===== src/verilog/qos_monitor_pkg.sv =====
`default_nettype none
package qos_monitor_pkg;

  // Thread and tag storage sizes.
  localparam int NUM_THREADS = 2;
  localparam int THREAD_W    = 1;
  localparam int CODE_W      = 8;
  localparam int TAG_W       = 10;
  localparam int NUM_TAGS    = 4;
  localparam int DATA_W      = 62;

  // Wishbone geometry; byte address is four times the register index.
  localparam int ADDR_W = 16;
  localparam int INDEX_W = 12;
  localparam int INDEX_LSB = 2;
  localparam int HALF_BIT = 15;
  localparam int SPARE_BIT = 14;

  // Register indices; the upper word of each but thread select sits at index plus the half bit.
  localparam logic [INDEX_W-1:0] EVSEL_INDEX  = 12'hc8d;
  localparam logic [INDEX_W-1:0] CTR_INDEX    = 12'hc8e;
  localparam logic [INDEX_W-1:0] ASSOC_INDEX  = 12'hc8f;
  localparam logic [INDEX_W-1:0] THRSEL_INDEX = 12'hc90;

  // Field positions inside the words.
  localparam int EVSEL_CODE_LSB = 0;
  localparam int EVSEL_TAG_LSB  = 0;
  localparam int ASSOC_TAG_LSB  = 0;
  localparam int THRSEL_LSB     = 0;
  localparam int CTR_UNAVAIL_BIT = 62;
  localparam int CTR_ERROR_BIT   = 63;

  // Reset values and the one event code this bank measures.
  localparam logic [CODE_W-1:0] CODE_RESET     = 8'h00;
  localparam logic [TAG_W-1:0]  TAG_RESET      = 10'h000;
  localparam logic [CODE_W-1:0] SUPPORTED_CODE = 8'h01;
  localparam logic [DATA_W-1:0] COUNT_RESET    = 62'h0;

  typedef struct packed {
    logic [TAG_W-1:0]  tag;
    logic [CODE_W-1:0] code;
  } evsel_t;

  typedef struct packed {
    logic              error;
    logic              unavail;
    logic [DATA_W-1:0] data;
  } ctr_word_t;

  function automatic logic tag_supported(input logic [TAG_W-1:0] tag);
    tag_supported = (tag < TAG_W'(NUM_TAGS));
  endfunction

  function automatic logic [31:0] merge_word(input logic [31:0] old_word,
                                             input logic [31:0] new_word,
                                             input logic [3:0]  sel);
    logic [31:0] mask;
    mask = {{8{sel[3]}}, {8{sel[2]}}, {8{sel[1]}}, {8{sel[0]}}};
    merge_word = (old_word & ~mask) | (new_word & mask);
  endfunction

endpackage
`default_nettype wire


===== src/verilog/cache_qos_monitor_regs.sv =====
// Overview of operation
// - Monitoring registers exist only when feature bit set; thread select always exists.
// - Per-thread event select: code 7:0, tag 41:32.
// - Per-thread read-only counter, data in 61:0.
// - Bit 62 flags unavailable or unmonitored data.
// - Bit 63 flags unsupported tag or code written.
// - Per-thread association register, tag in 9:0.
//
// Register access over Wishbone is this design's own decision.
`timescale 1ns/1ns
`default_nettype none
module cache_qos_monitor_regs (
  // Clock and reset
  input  wire logic                                  clk_i,
  input  wire logic                                  rst_i,
  // Wishbone slave
  input  wire logic                                  cyc_i,
  input  wire logic                                  stb_i,
  input  wire logic                                  we_i,
  input  wire logic [qos_monitor_pkg::ADDR_W-1:0]    adr_i,
  input  wire logic [3:0]                            sel_i,
  input  wire logic [31:0]                           dat_i,
  output logic      [31:0]                           dat_o,
  output logic                                       ack_o,
  output logic                                       err_o,
  // Capability and activity from the core
  input  wire logic                                  feature_present_i,
  input  wire logic                                  activity_i,
  input  wire logic [qos_monitor_pkg::THREAD_W-1:0]  activity_thread_i,
  // Tag of each thread for the monitoring fabric
  output logic      [qos_monitor_pkg::TAG_W-1:0]     thread0_tag_o,
  output logic      [qos_monitor_pkg::TAG_W-1:0]     thread1_tag_o
);

  localparam int NT = qos_monitor_pkg::NUM_THREADS;
  localparam int TW = qos_monitor_pkg::TAG_W;
  localparam int CW = qos_monitor_pkg::CODE_W;
  localparam int IW = qos_monitor_pkg::INDEX_W;

  // Monitoring words decode only while the feature is reported.
  function automatic logic monitor_match(input logic          present,
                                         input logic          spare_bit,
                                         input logic [IW-1:0] index,
                                         input logic [IW-1:0] target);
    monitor_match = present & ~spare_bit & (index == target);
  endfunction

  // Per-thread state, then thread select, counter snapshot and read data.
  qos_monitor_pkg::evsel_t          evsel_reg [NT];
  logic [TW-1:0]                    assoc_reg [NT];
  logic [NT-1:0]                    sel_error_reg;
  logic [qos_monitor_pkg::THREAD_W-1:0] thread_reg;
  logic [31:0]                      ctr_hi_snap_reg;
  logic [31:0]                      dat_reg;

  // Decode.
  wire logic [qos_monitor_pkg::INDEX_W-1:0] idx;
  wire logic       upper;
  wire logic       spare;
  wire logic       is_evsel;
  wire logic       is_ctr;
  wire logic       is_assoc;
  wire logic       is_thrsel;
  wire logic       hit;
  wire logic       take;
  wire logic       wr;
  wire logic       rd;

  assign idx   = adr_i[qos_monitor_pkg::INDEX_LSB +: qos_monitor_pkg::INDEX_W];
  assign upper = adr_i[qos_monitor_pkg::HALF_BIT];
  assign spare = adr_i[qos_monitor_pkg::SPARE_BIT];

  // Without the feature the monitoring words answer as unmapped.
  assign is_evsel  = monitor_match(feature_present_i, spare, idx,
                                   qos_monitor_pkg::EVSEL_INDEX);
  assign is_ctr    = monitor_match(feature_present_i, spare, idx,
                                   qos_monitor_pkg::CTR_INDEX);
  assign is_assoc  = monitor_match(feature_present_i, spare, idx,
                                   qos_monitor_pkg::ASSOC_INDEX);
  assign is_thrsel = ~spare & ~upper
                     & (idx == qos_monitor_pkg::THRSEL_INDEX);
  assign hit       = is_evsel | is_ctr | is_assoc | is_thrsel;
  assign wr        = take & hit & we_i;
  assign rd        = take & hit & ~we_i;

  // Current thread's views.
  qos_monitor_pkg::evsel_t cur_evsel;
  wire logic [TW-1:0]       cur_assoc;
  wire logic                cur_error;

  assign cur_evsel = evsel_reg[thread_reg];
  assign cur_assoc = assoc_reg[thread_reg];
  assign cur_error = sel_error_reg[thread_reg];

  // Event select write: merge the bytes, keep only defined fields.
  wire logic [31:0] evsel_lo_old;
  wire logic [31:0] evsel_hi_old;
  wire logic [31:0] evsel_word;
  wire logic [CW-1:0] new_code;
  wire logic [TW-1:0] new_tag;
  wire logic          new_bad;

  assign evsel_lo_old = {24'h0, cur_evsel.code};
  assign evsel_hi_old = {22'h0, cur_evsel.tag};
  assign evsel_word   = qos_monitor_pkg::merge_word(
                          upper ? evsel_hi_old : evsel_lo_old, dat_i, sel_i);
  assign new_code = upper ? cur_evsel.code
                          : evsel_word[qos_monitor_pkg::EVSEL_CODE_LSB +: CW];
  assign new_tag  = upper ? evsel_word[qos_monitor_pkg::EVSEL_TAG_LSB +: TW]
                          : cur_evsel.tag;
  // Error judged on the pair now held after this write.
  assign new_bad  = ~qos_monitor_pkg::tag_supported(new_tag)
                    | (new_code != qos_monitor_pkg::SUPPORTED_CODE);

  // Association write.
  wire logic [31:0] assoc_word;
  wire logic [TW-1:0] new_assoc;
  wire logic          assoc_wr;

  assign assoc_word = qos_monitor_pkg::merge_word({22'h0, cur_assoc},
                                                  dat_i, sel_i);
  assign new_assoc  = assoc_word[qos_monitor_pkg::ASSOC_TAG_LSB +: TW];
  assign assoc_wr   = wr & is_assoc & ~upper;

  // Counter bank.
  wire logic [qos_monitor_pkg::DATA_W-1:0] bank_count;
  wire logic                               bank_monitored;
  wire logic [TW-1:0]                      activity_tag;
  wire logic [TW-1:0]                      query_tag;

  assign activity_tag = assoc_reg[activity_thread_i];
  // The query follows the latest selection of the current thread.
  assign query_tag    = cur_evsel.tag;

  tag_counter_bank counters (
    .clk_i       (clk_i),
    .rst_i       (rst_i),
    .inc_i       (activity_i),
    .inc_tag_i   (activity_tag),
    .mark_i      (assoc_wr),
    .mark_tag_i  (new_assoc),
    .query_tag_i (query_tag),
    .count_o     (bank_count),
    .monitored_o (bank_monitored)
  );

  // Counter word for the current thread's latest selection.
  qos_monitor_pkg::ctr_word_t ctr_word;
  wire logic                  sel_bad_now;
  wire logic                  no_data;

  assign sel_bad_now = cur_error;
  // A bad selection also has no data, so both flags rise together.
  assign no_data     = sel_bad_now | ~bank_monitored;
  assign ctr_word.error   = sel_bad_now;
  assign ctr_word.unavail = no_data;
  assign ctr_word.data    = no_data ? qos_monitor_pkg::COUNT_RESET
                                    : bank_count;

  // Read multiplexer; reserved bits read as zero.
  wire logic [31:0] thrsel_rd_word;
  wire logic [31:0] evsel_rd_word;
  wire logic [31:0] assoc_rd_word;
  wire logic [31:0] ctr_rd_word;
  wire logic [31:0] rd_word;

  assign thrsel_rd_word = 32'(thread_reg);
  assign evsel_rd_word  = upper ? evsel_hi_old : evsel_lo_old;
  assign assoc_rd_word  = upper ? 32'h0 : {22'h0, cur_assoc};
  // The upper counter word comes from the snapshot, not the live count.
  assign ctr_rd_word    = upper ? ctr_hi_snap_reg
                                : ctr_word[31:0];

  assign rd_word =
      is_thrsel ? thrsel_rd_word
    : is_evsel  ? evsel_rd_word
    : is_assoc  ? assoc_rd_word
    : is_ctr    ? ctr_rd_word
    : 32'h0;

  bus_handshake handshake (
    .clk_i  (clk_i),
    .rst_i  (rst_i),
    .cyc_i  (cyc_i),
    .stb_i  (stb_i),
    .hit_i  (hit),
    .take_o (take),
    .ack_o  (ack_o),
    .err_o  (err_o)
  );

  // Write strobes for event select and thread select, and the lower counter word read strobe.
  wire logic evsel_wr;
  wire logic thrsel_wr;
  wire logic ctr_lo_rd;

  assign evsel_wr  = wr & is_evsel;
  // The thread number lives in byte lane zero only.
  assign thrsel_wr = wr & is_thrsel & sel_i[0];
  assign ctr_lo_rd = rd & is_ctr & ~upper;

  // Next values; only the selected thread's copy takes a write.
  qos_monitor_pkg::evsel_t evsel_next [NT];
  logic [TW-1:0]           assoc_next [NT];
  logic [NT-1:0]           sel_error_next;

  always_comb begin
    for (int t = 0; t < NT; t++) begin
      evsel_next[t]     = evsel_reg[t];
      sel_error_next[t] = sel_error_reg[t];
      assoc_next[t]     = assoc_reg[t];
      if (thread_reg == qos_monitor_pkg::THREAD_W'(t)) begin
        if (evsel_wr) begin
          evsel_next[t].code = new_code;
          evsel_next[t].tag  = new_tag;
          sel_error_next[t]  = new_bad;
        end
        if (assoc_wr) begin
          assoc_next[t] = new_assoc;
        end
      end
    end
  end

  wire logic [qos_monitor_pkg::THREAD_W-1:0] thread_next;
  wire logic [31:0]                          dat_next;
  wire logic [31:0]                          ctr_hi_snap_next;

  assign thread_next      = thrsel_wr
                            ? dat_i[qos_monitor_pkg::THRSEL_LSB +:
                                    qos_monitor_pkg::THREAD_W]
                            : thread_reg;
  // Read data holds until the next read, so a refused access leaves it.
  assign dat_next         = rd ? rd_word : dat_reg;
  // Reading the lower counter word freezes the upper half to avoid tearing.
  assign ctr_hi_snap_next = ctr_lo_rd
                            ? ctr_word[63:32]
                            : ctr_hi_snap_reg;

  // Event selects and their error flags.
  always_ff @(posedge clk_i) begin
    for (int t = 0; t < NT; t++) begin
      if (rst_i) begin
        evsel_reg[t].code <= qos_monitor_pkg::CODE_RESET;
        evsel_reg[t].tag  <= qos_monitor_pkg::TAG_RESET;
        sel_error_reg[t]  <= 1'b0;
      end else begin
        evsel_reg[t]     <= evsel_next[t];
        sel_error_reg[t] <= sel_error_next[t];
      end
    end
  end

  always_ff @(posedge clk_i) begin
    for (int t = 0; t < NT; t++) begin
      if (rst_i) begin
        assoc_reg[t] <= qos_monitor_pkg::TAG_RESET;
      end else begin
        assoc_reg[t] <= assoc_next[t];
      end
    end
  end

  always_ff @(posedge clk_i) begin
    if (rst_i) begin
      thread_reg <= '0;
    end else begin
      thread_reg <= thread_next;
    end
  end

  always_ff @(posedge clk_i) begin
    if (rst_i) begin
      dat_reg <= 32'h0;
    end else begin
      dat_reg <= dat_next;
    end
  end

  always_ff @(posedge clk_i) begin
    if (rst_i) begin
      ctr_hi_snap_reg <= 32'h0;
    end else begin
      ctr_hi_snap_reg <= ctr_hi_snap_next;
    end
  end

  // Tags handed to the monitoring fabric are registered copies of storage, one cycle behind it.
  always_ff @(posedge clk_i) begin
    if (rst_i) begin
      thread0_tag_o <= qos_monitor_pkg::TAG_RESET;
      thread1_tag_o <= qos_monitor_pkg::TAG_RESET;
    end else begin
      thread0_tag_o <= assoc_reg[0];
      thread1_tag_o <= assoc_reg[1];
    end
  end

  assign dat_o = dat_reg;

endmodule
`default_nettype wire


===== src/verilog/bus_handshake.sv =====
`timescale 1ns/1ns
`default_nettype none
module bus_handshake (
  // Clock and reset
  input  wire logic clk_i,
  input  wire logic rst_i,
  // Request
  input  wire logic cyc_i,
  input  wire logic stb_i,
  input  wire logic hit_i,
  // Answer
  output logic      take_o,
  output logic      ack_o,
  output logic      err_o
);

  logic ack_reg;
  logic err_reg;
  logic busy;

  // A request is taken once; the answer cycle itself blocks a second take.
  assign busy   = ack_reg | err_reg;
  assign take_o = cyc_i & stb_i & ~busy;

  always_ff @(posedge clk_i) begin
    if (rst_i) begin
      ack_reg <= 1'b0;
      err_reg <= 1'b0;
    end else begin
      ack_reg <= take_o & hit_i;
      err_reg <= take_o & ~hit_i;
    end
  end

  assign ack_o = ack_reg;
  assign err_o = err_reg;

endmodule
`default_nettype wire


===== src/verilog/tag_counter_bank.sv =====
`timescale 1ns/1ns
`default_nettype none
module tag_counter_bank (
  // Clock and reset
  input  wire logic                                clk_i,
  input  wire logic                                rst_i,
  // Counting
  input  wire logic                                inc_i,
  input  wire logic [qos_monitor_pkg::TAG_W-1:0]   inc_tag_i,
  // Tag becomes monitored
  input  wire logic                                mark_i,
  input  wire logic [qos_monitor_pkg::TAG_W-1:0]   mark_tag_i,
  // Query
  input  wire logic [qos_monitor_pkg::TAG_W-1:0]   query_tag_i,
  output logic      [qos_monitor_pkg::DATA_W-1:0]  count_o,
  output logic                                     monitored_o
);

  localparam int N = qos_monitor_pkg::NUM_TAGS;

  logic [qos_monitor_pkg::DATA_W-1:0] count_reg [N];
  logic [N-1:0]                       monitored_reg;
  logic                               query_ok;

  // Only tags that have storage are counted; others never count.
  always_ff @(posedge clk_i) begin
    for (int i = 0; i < N; i++) begin
      if (rst_i) begin
        count_reg[i] <= qos_monitor_pkg::COUNT_RESET;
        monitored_reg[i] <= 1'b0;
      end else begin
        if (inc_i && monitored_reg[i]
            && inc_tag_i == qos_monitor_pkg::TAG_W'(i)) begin
          count_reg[i] <= count_reg[i] + 62'h1;
        end
        if (mark_i && mark_tag_i == qos_monitor_pkg::TAG_W'(i)) begin
          monitored_reg[i] <= 1'b1;
        end
      end
    end
  end

  assign query_ok    = qos_monitor_pkg::tag_supported(query_tag_i);
  assign count_o     = query_ok ? count_reg[query_tag_i[1:0]]
                                : qos_monitor_pkg::COUNT_RESET;
  assign monitored_o = query_ok & monitored_reg[query_tag_i[1:0]];

endmodule
`default_nettype wire


===== config.mk =====
export PLATFORM = sky130hd
export DESIGN_NAME = cache_qos_monitor_regs
export DESIGN_NICKNAME = d
export VERILOG_FILES = /design/src/verilog/qos_monitor_pkg.sv /design/src/verilog/cache_qos_monitor_regs.sv /design/src/verilog/bus_handshake.sv /design/src/verilog/tag_counter_bank.sv
export SDC_FILE = /design/constraint.sdc
export NUM_CORES = 1
export LEC_CHECK = 0
export BUFFER_PORTS_ARGS = -buffer_cell sky130_fd_sc_hd__buf_4
export CAP_MARGIN = 20
export CORE_ASPECT_RATIO = 0.7
export CORE_MARGIN = 2
export CORE_UTILIZATION = 30
export CTS_CLUSTER_SIZE = 16
export DETAILED_ROUTE_END_ITERATION = 10
export PLACE_DENSITY_LB_ADDON = 0.05
export SLEW_MARGIN = 30
export SYNTH_ARGS = -nofsm -noshare
export SYNTH_HDL_FRONTEND = slang
export SYNTH_HIERARCHICAL = 1
export SYNTH_SLANG_ARGS = --single-unit
export TNS_END_PERCENT = 1

===== constraint.sdc =====
create_clock -name clk_i -period 6.3 [get_ports clk_i]
set_input_delay 0.63 -clock clk_i [delete_from_list [all_inputs] [get_ports clk_i]]
set_output_delay 0.63 -clock clk_i [all_outputs]
set_load 0.1 [all_outputs]

# [Word level (Yosys, flattened, before mapping)]
# Memory sizes are Yosys's and may differ from the RTL's. A register that Yosys moved wholly into a read port is not among the register bits.
# Cells that the tools add are included.
[word_totals] regBits=93 inputBits=60 wordCells=155 ram_bits=304 n_memories=3
[classes] eq_ne=15 n_bitwise=48 n_lt_le_gt_ge=4 n_reduce_logical=18 n_addsub=4 mux=50
[mem_list] memory="counters.count_reg" depth=4 width=62 rd=5 rd_clocked_by_memory_dff=0 write_ports=4 line_no="tag_counter_bank.sv:21" source="logic [qos_monitor_pkg::DATA_W-1:0] count_reg [N];"
[mem_list] memory="evsel_reg" depth=2 width=18 rd=1 rd_clocked_by_memory_dff=1 write_ports=2 line_no="cache_qos_monitor_regs.sv:49" source="qos_monitor_pkg::evsel_t evsel_reg [NT];"
[mem_list] memory="assoc_reg" depth=2 width=10 rd=4 rd_clocked_by_memory_dff=1 write_ports=2 line_no="cache_qos_monitor_regs.sv:50" source="logic [TW-1:0] assoc_reg [NT];"
[ops] operator="62-bit two-way mux" count=6
[ops] operator="62-bit by 1-bit adder with 62-bit output, second input constant" count=4
[ops] operator="32-bit two-way mux" count=5
[ops] operator="18-bit two-way mux" count=6
[ops] operator="10-bit two-way mux" count=9
[ops] operator="12-bit == test, second input constant" count=4
[ops] operator="10-bit by 2-bit == test with 1-bit output, second input constant" count=4
[ops] operator="10-bit AND" count=3
[ops] operator="1-bit two-way mux" count=22
[ops] operator="1-bit AND" count=20
[ops] operator="10-bit by 1-bit == test with 1-bit output, second input constant" count=2
[ops] operator="10-bit zero test" count=2
[ops] operator="10-bit by 3-bit less-than comparator with 1-bit output, second input constant" count=2
[ops] operator="10-bit bitwise OR" count=2
[ops] operator="1-bit bitwise OR" count=14
[ops] operator="1-bit logical AND" count=12
[ops] operator="10-bit inverter" count=1
[ops] operator="8-bit two-way mux" count=1
[ops] operator="8-bit by 1-bit != test with 1-bit output, second input constant" count=1
[ops] operator="1-bit inverter" count=8
[ops] operator="3-bit AND reduction" count=2
[ops] operator="2-bit != test, second input constant" count=2
[ops] operator="2-bit AND reduction" count=2
[ops] operator="2-bit by 3-bit less-than comparator with 1-bit output, second input constant" count=1
[ops] operator="3 further kinds" count=4

# [Depth between registers and ports, before layout]
# Gate-level depths: netlist (run 1).
[depth] depth_word=13 mapped_depth=13 depth_no_buf=9

# [Cells and area by module]
# Netlist (run 1), hierarchy kept.
[modules_own_cells] module="tag_counter_bank" area_each_um2=15708.8 cells_per_inst=1495 n_inst=1
[modules_own_cells] module="cache_qos_monitor_regs" area_each_um2=6812.8 cells_per_inst=759 n_inst=1
[modules_own_cells] module="bus_handshake" area_each_um2=88.8 cells_per_inst=6 n_inst=1

# [Worst setup path before layout (run 1)]
# No wires, ideal clock.
[synth_timing] path_type="input-to-reg" from="input activity_thread_i" to="memory counters/count_reg[0][0] (netlist name), enable pin" path_stages=7 arrival_ns=4.785 n_path_buf=1 required_time_ns=5.805 setup_time_ns=0.495 slack_ns=1.020 cell_sequence="clkbuf_1 -> mux2_2 -> nor4_1 -> nand4_1 -> nor2_1 -> nand2_1 -> o21bai_1"
[synth_lines] element="from (decl)" line_no="cache_qos_monitor_regs.sv:29" source="input wire logic [qos_monitor_pkg::THREAD_W-1:0] activity_thread_i,"
[synth_lines] element="to (decl)" line_no="tag_counter_bank.sv:21"

==> results of run 1 <==
-- metal layers --
layer | wire (um) | GRT usage (%) | up-vias
met5 | 0 | 0 | -
met4 | 1410 | 4.47 | 0
met3 | 4590 | 3.35 | 78
met2 | 31800 | 27.4 | 448
met1 | 41400 | 32.3 | 8854
li1 | - | - | 8230
-- worst reg2reg max path, delay by kind of cell, from the launching register on --
kind | cells | cell delay (ns)
flops | 1 | 0.31
mux | 1 | 0.47
simple gates | 4 | 1.77
compound gates | 1 | 0.15
buf+inv | 3 | 1.30
-- power by group through the flow --
stage                     Combinational [mW]  Clock [mW]  Sequential (mW)
after floorplan                        0.212           0             2.99
after global placement                 0.337           0             3.03
after detailed placement               0.338           0             3.03
after CTS                              0.339        2.87             2.97
after global routing                   0.361        2.95             2.99
final                                  0.335        2.76             2.98
-- cell type report --
type | instances | area, um2 | area share (%)
Clock buffer | 66 | 1360 | 5.27
Antenna cell | 2 | 5.00 | 0.0194
Clock inverter | 21 | 153 | 0.591
Sequential cell | 398 | 10800 | 41.9
Tap cell | 989 | 1240 | 4.79
Timing Repair Buffer | 119 | 913 | 3.54
Multi-Input combinational cell | 1681 | 11100 | 43.2
Inverter | 50 | 190 | 0.737
-- how the worst max path moves through the flow --
stage	end	cells after the start
2_1_floorplan	counters/count_reg[0][0]$_SDFFCE_PN0P_	7
3_3_place_gp	ctr_hi_snap_reg[7]$_SDFFE_PP0P_	9
3_5_place_dp	ctr_hi_snap_reg[7]$_SDFFE_PP0P_	9
4_1_cts	ctr_hi_snap_reg[20]$_SDFFE_PP0P_	9
5_1_grt	ctr_hi_snap_reg[21]$_SDFFE_PP0P_	9
6_report	ctr_hi_snap_reg[22]$_SDFFE_PP0P_	9
-- layout by cell type (no fill, tap or decap), types with 65 or more instances in the layout --
cell type,instances
nor2_1,361
edfxtp_1,284
nand2_1,204
nand3_1,204
xnor2_1,121
buf_4,116
dfxtp_1,114
xor2_1,112
and3_1,100
nand4_1,66
a21oi_1,65
-- cells by family (layout without fill, tap and decap cells) --
group,after synthesis,after routing,share of synthesized area [%]
compound gates,155,155,3.95
xor+xnor,233,233,9.03
fa+ha+maj,4,4,0.221
buf+inv,181,256,3.48
flops,398,398,47.8
mux,142,142,10.1
other cells,0,2,0
simple gates,1147,1147,25.4
-- metrics by stage --
step	cells	setup slack (ns)	util, %	area [um2]	power [mW]
final	3326	2.24	34.5	25800	6.08
after global routing	3324	1.89	34.5	25800	6.30
after CTS	3324	2.25	34.5	25800	6.18
after detailed placement	3237	2.27	32.4	24300	3.37
after global placement	3236	2.31	32.4	24300	3.37
after floorplan	2260	1.02	-	22600	3.20
==> qor.csv, run 1 <==
metric,value,unit
status,finished clean,
syn-cell-area,22600,um2
synth_common_cells,"nor2_1 (362), edfxtp_1 (284), nand2_1 (204), nand3_1 (204), xnor2_1 (121)",
power_switching,1.50,mW
synth_edf_count,284,
grt_pass1_vias,16511,
ir_drop,0.154,mV
crit_type,reg2reg,
cp.arrival,4.57,ns
routed_wl,79200,um
hold_buffers,0,
grt_setup_unrepaired,no,
antenna_found_initial,4,
holdPathStages,2,
critical-path-top-delay-family,simple AND/OR/NAND/NOR gates,
cts_tree,built,
cts-root-buf,clkbuf_16,
start_kind,register,
synth_largest_type_area_fraction,37.7,%
power_density,235,nW/um2
clock_power_share,45.5,%
min_to,handshake/ack_o$_SDFF_PP0_,
seqPwrFrac,49.0,%
crit_fanout,63,
grt_max_degree,81,
grt_pass1_wl,115000,um
layout.nets,2362,
gp_congestion,0.845,
clock_skew,0.0259,ns
synthTopCellsByArea,"edfxtp_1 (38%), dfxtp_1 (10%), mux4_2 (6.2%)",
min_period,4.06,ns
fp-row-count,84,
synthArstFlopShare,0,%
synth_warnings,6,
r2r_slack,2.24,ns
ant_nets,0,
post_drt_wl_per_cell,23.8,um
grt-ovfl-total,0,
first_pass_iters,5,
cts_made_buffers,48,
synthCells,2260,
largest_register_ffs,248,
slew_headroom,27.7,%
path_cells,"buf_4, mux2_2, nor4_2, buf_4, and3_1, and2_0, buf_4, nand3_1, a21oi_1",
post_cts_resized,0,
ff2ff_path_depth,9,
insertion_delay,0.61,ns
hold_viol,0,
crit_top_cell,buf_4,
io_pins,114,
area_delta_synth_final,14.1,%
fmax,0.246,GHz
ys.flop_type,edfxtp_1,
cts_htree_levels,2,
die_area,77600,um2
synth_nets,2324,
via_per_inst,5.29,
hp-start,rst_i,
syn_area_per_cell,10.0,um2
crit_required,6.81,ns
grt_usage,20.1,%
start_util,30.2,%
ys_ff_latch,398,
seq_area_frac_synth,47.8,%
sw_frac_of_total,24.6,%
yosys.area.top_type,edfxtp_1,
core_area,74800,um2
cap_violations,0,
post-route-period-util,64.5,%
num_vias,17610,
tns,0,ns
cp_slowest_stage_delay,0.75,ns
yosysMostFrequentCell,nor2_1,
p_int,4.58,mW
worst_pin_slew,1.08,ns
critPathSlowestCell,and3_1,
clk_path_buf_depth,3,
drive_gt1_share,15.3,%
hold_class,in2reg,
setup_viol,0,
cts_sinks,398,
cts_setup_buffers,0,
p_leak,8.65,nW
hold_ws,0.260,ns
numPortBuffers,87,
r2r-end,ctr_hi_snap_reg[22]$_SDFFE_PP0P_,
dp_hpwl,57300,um
worstSetupEndpointType,register,
die_h,234,um
cp_num_buf_inv,3,
ys_types,73,
drc,0,
combinationalPowerShare,5.5,%
drv_slew,0,
first_iter_violations,1632,
die_width,332,um
fillers,7655,
clkTransAtPathRegs,0.06,ns
(Power assumes the default switching activity.)
==> inputs of run 2 (changes only) <==
==> constraint.sdc (replaced) <==
create_clock -name clk_i -period 3.6 [get_ports clk_i]
set_input_delay 0.36 -clock clk_i [delete_from_list [all_inputs] [get_ports clk_i]]
set_output_delay 0.36 -clock clk_i [all_outputs]
set_load 0.1 [all_outputs]
==> qor.csv, run 2 (synthesis gave the netlist of run 1 again) <==
metric,value,unit
grt_setup_unrepaired,no,
min_period,3.27,ns
cts_sinks,398,
start_kind,register,
die_width,332,um
crit_fanout,33,
area_delta_synth_final,15.4,%
grt_use_met1,32.2,%
hold_class,in2reg,
clock_skew,0.0177,ns
gp_congestion,0.886,
fmax,0.306,GHz
critPathSlowestCell,nor4_2,
cts_setup_buffers,0,
post_cts_resized,0,
antenna_found_initial,4,
status,finished clean,
slew_headroom,39.3,%
die_area,77600,um2
multi_input_area,11100,um2
cts_tree,built,
cp_slowest_stage_delay,0.64,ns
fillers,7677,
power_density,406,nW/um2
first_pass_iters,5,
grt_pass1_vias,16957,
post-route-period-util,90.9,%
hold_viol,0,
cts_htree_levels,2,
cts_made_buffers,47,
cap_violations,0,
cp.arrival,3.80,ns
via_per_inst,5.25,
insertion_delay,0.61,ns
fp-row-count,84,
crit_top_cell,nand3_1,
drv_slew,0,
die_h,234,um
clkTransAtPathRegs,0.06,ns
drc,0,
clk_path_buf_depth,3,
p_leak,8.80,nW
crit_type,reg2reg,
cp_num_buf_inv,2,
numPortBuffers,87,
largest_register_ffs,248,
final_cell_mix,"nor2_1 (361), edfxtp_1 (284), nand2_1 (204), nand3_1 (204), buf_4 (137)",
layout.nets,2390,
core_area,74800,um2
routed_wl,79000,um
start_util,30.2,%
ant_nets,0,
num_vias,17614,
post_drt_wl_per_cell,23.6,um
final_util,34.9,%
grt.busiest_layer,met1,
r2r_slack,0.33,ns
first_iter_violations,1634,
grt_pass1_wl,116000,um
mostFrequentLayoutCell,nor2_1,
grt_usage,20.2,%
critical-path-top-delay-family,simple AND/OR/NAND/NOR gates,
crit_required,4.13,ns
use_met3,3.54,%
drive_gt1_share,16.5,%
hold_ws,0.0708,ns
dp_hpwl,58200,um
cts-root-buf,clkbuf_16,
grt_max_degree,65,
tns,0,ns
io_pins,114,
worst_pin_slew,0.902,ns
grt_use_met2,27.6,%
ir_drop,0.253,mV
worstSetupEndpointType,register,
grt-ovfl-total,0,
path_cells,"buf_4, mux2_2, nor4_2, and3_1, buf_12, nand3_1, o21ai_0, nand3_1, a21oi_1",
hold_buffers,0,
register_area,10800,um2
setup_viol,0,
-- run 2: report_power, final --
part	switching [mW]	internal (mW)
combinational	0.375	0.244
clock	2.07	2.69
sequential	0.184	5.02
-- run 2: worst min-delay path, stage by stage --
cell	delay [ns]
buf_4	0.12
nand4bb_4	0.10
nor3_1	0.04
-- run 2: worst paths after layout --
check / depth (start not counted) / endpoint / start
worst max-delay path: 9 / dat_o[13]$_SDFFE_PP0P_ / register
worst min-delay path: 3 / handshake/err_o$_SDFF_PP0_ / cyc_i
worst max register to register: 9 / dat_o[13]$_SDFFE_PP0P_ / register
worst min register to register: 2 / ctr_hi_snap_reg[31]$_SDFFE_PP0P_ / ctr_hi_snap_reg[31]$_SDFFE_PP0P_
-- run 2: area by class of cell --
class	instances	area share (%)
Antenna cell	1	0.00959
Clock buffer	57	4.97
Clock inverter	29	0.715
Inverter	50	0.729
Multi-Input combinational cell	1681	42.6
Sequential cell	398	41.4
Tap cell	989	4.74
Timing Repair Buffer	148	4.79
-- run 2: per-layer routing --
metal  vias to the layer above  wire length [um]
met4                         0              1610
met2                       469             31600
met3                        80              4750
met5                         -                 0
li1                       8298                 -
met1                      8767             41100
-- run 2: through the flow --
stage	worst slack [ns]	power, mW	cells	area (um2)
2_1_floorplan	-0.0957	5.59	2260	22600
3_3_place_gp	0.465	5.91	3266	24600
3_5_place_dp	0.432	5.92	3266	24600
4_1_cts	0.400	10.7	3352	26100
5_1_grt	0.194	11.0	3352	26100
6_report	0.327	10.6	3353	26100
==> inputs of run 3 (changes only) <==
--- a/config.mk
+++ b/config.mk
@@ -5,13 +5,13 @@
 export SDC_FILE = /design/constraint.sdc
 export NUM_CORES = 1
 export LEC_CHECK = 0
-export BUFFER_PORTS_ARGS = -buffer_cell sky130_fd_sc_hd__buf_4
 export CAP_MARGIN = 20
 export CORE_ASPECT_RATIO = 0.7
 export CORE_MARGIN = 2
 export CORE_UTILIZATION = 30
 export CTS_CLUSTER_SIZE = 16
 export DETAILED_ROUTE_END_ITERATION = 10
+export DONT_BUFFER_PORTS = 1
 export PLACE_DENSITY_LB_ADDON = 0.05
 export SLEW_MARGIN = 30
 export SYNTH_ARGS = -nofsm -noshare
==> constraint.sdc (replaced) <==
create_clock -name clk_i -period 4 [get_ports clk_i]
set_input_delay 0.4 -clock clk_i [delete_from_list [all_inputs] [get_ports clk_i]]
set_output_delay 0.4 -clock clk_i [all_outputs]
set_load 0.1 [all_outputs]
==> qor.csv, run 3 (synthesis gave the netlist of run 1 again) <==
metric,value,unit
worst_pin_slew,1.03,ns
die_area,77600,um2
die_width,332,um
grt_setup_unrepaired,no,
r2r_slack,0.67,ns
cp.arrival,3.80,ns
holdPathStages,3,
drc,0,
first_pass_iters,6,
setup_viol,0,
p_leak,8.31,nW
cts_sinks,398,
power_density,369,nW/um2
status,finished clean,
antenna_found_initial,6,
crit_required,4.47,ns
grt_pass1_vias,16316,
cts_tree,built,
path_cells,"mux2i_1, inv_4, buf_4, mux4_2, and3_1, nand3_1, o21ai_0, a221oi_1, o2bb2ai_1",
io_pins,114,
final_util,33.9,%
routed_wl,80400,um
fp-row-count,84,
start_kind,register,
clock_skew,0.0158,ns
place_ws,0.523,ns
dp_cells,3173,
num_vias,17379,
grt_pass1_wl,117000,um
crit_type,reg2reg,
layout.cells.non_filler,3263,
largest_register_ffs,248,
clkTransAtPathRegs,0.06,ns
layout.nets,2302,
critPathSlowestCell,mux4_2,
final_cell_mix,"nor2_1 (361), edfxtp_1 (284), nand2_1 (204), nand3_1 (204), xnor2_1 (121)",
gp_congestion,0.848,
worstSetupEndpointType,register,
cp_slowest_stage_delay,0.66,ns
grt_use_met1,33.1,%
start_util,30.2,%
insertion_delay,0.60,ns
ant_nets,0,
ir_drop,0.261,mV
cts_htree_levels,2,
grt-ovfl-total,0,
crit_fanout,40,
cts_made_buffers,47,
area_delta_synth_final,12.1,%
drive_gt1_share,13.2,%
hold_class,in2reg,
post-route-worst-setup-slack,0.674,ns
grt.busiest_layer,met1,
post_drt_wl_per_cell,24.7,um
hold_ws,0.0626,ns
first_iter_violations,1550,
grt_use_met2,27.7,%
die_h,234,um
cap_violations,0,
post_cts_resized,0,
grt_max_degree,81,
numPortBuffers,0,
post-route-period-util,83.2,%
dp_hpwl,58300,um
hold_viol,0,
fillers,7691,
mostFrequentLayoutCell,nor2_1,
drv_slew,0,
fmax,0.301,GHz
clk_path_buf_depth,3,
grt_usage,20.4,%
use_met3,3.53,%
ff2ff_path_depth,9,
via_per_inst,5.33,
core_area,74800,um2
slew_headroom,31.1,%
min_period,3.33,ns
cts-root-buf,clkbuf_16,
report.power.total,9.36,mW
-- run 3: cell count changes in the layout (fill, tap and decap cells not counted), sizes merged --
| cell | delta |
|---|---|
| clkinv | -15 |
| bufinv | -1 |
| dlygate4sd3 | +3 |
| buf | -91 |
| clkbuf | +13 |
| clkinvlp | +1 |
-- run 3: cell type report --
cell class / instances / area, um2 / area share, %
antenna: 1 / 2.50 / 0.00987
multi-input combinational: 1681 / 11100 / 43.9
sequential: 398 / 10800 / 42.7
timing repair buffer: 60 / 553 / 2.18
clock inverter: 14 / 97.6 / 0.385
clock buffer: 70 / 1330 / 5.23
tap: 989 / 1240 / 4.88
inverter: 50 / 190 / 0.750
-- run 3: final timing paths --
check / endpoint / from
worst min register to register: ctr_hi_snap_reg[16]$_SDFFE_PP0P_ / ctr_hi_snap_reg[16]$_SDFFE_PP0P_
worst min-delay path: dat_o[4]$_SDFFE_PP0P_ / rst_i
worst max register to register: dat_o[1]$_SDFFE_PP0P_ / register
worst max-delay path: dat_o[1]$_SDFFE_PP0P_ / register
-- run 3: what timing repair did --
item                                   4_1_cts  5_1_grt
buffers inserted                             0        0
hold buffers                                 4        0
setup endpoints to repair                    0        0
endpoints found under the hold margin       64        0
-- run 3: critical path: cells and delay by family, from the launching register on --
| kind | cells | cell delay, ns |
|---|---|---|
| flops | 1 | 0.52 |
| buf+inv | 2 | 0.77 |
| mux | 2 | 0.90 |
| simple gates | 2 | 0.27 |
| compound gates | 3 | 0.69 |
-- run 3: metal layers --
| metal | share of wire (%) | vias to the layer above |
|---|---|---|
| met1 | 53 | 8759 |
| met5 | 0.035 | - |
| li1 | - | 8105 |
| met3 | 6.1 | 75 |
| met2 | 40 | 436 |
| met4 | 1.5 | 4 |
-- run 3: power by group --
| part | internal, mW | leakage, nW | switching, mW |
|---|---|---|---|
| clock | 2.35 | 0.700 | 1.83 |
| combinational | 0.196 | 3.81 | 0.304 |
| sequential | 4.52 | 3.80 | 0.167 |
-- run 3: stage by stage --
step                TNS [ns]  instance area [um2]
global route               0                25400
detailed placement         0                23900
global placement           0                23800
CTS                        0                25300
finish                     0                25400
floorplan             -65.09                22600
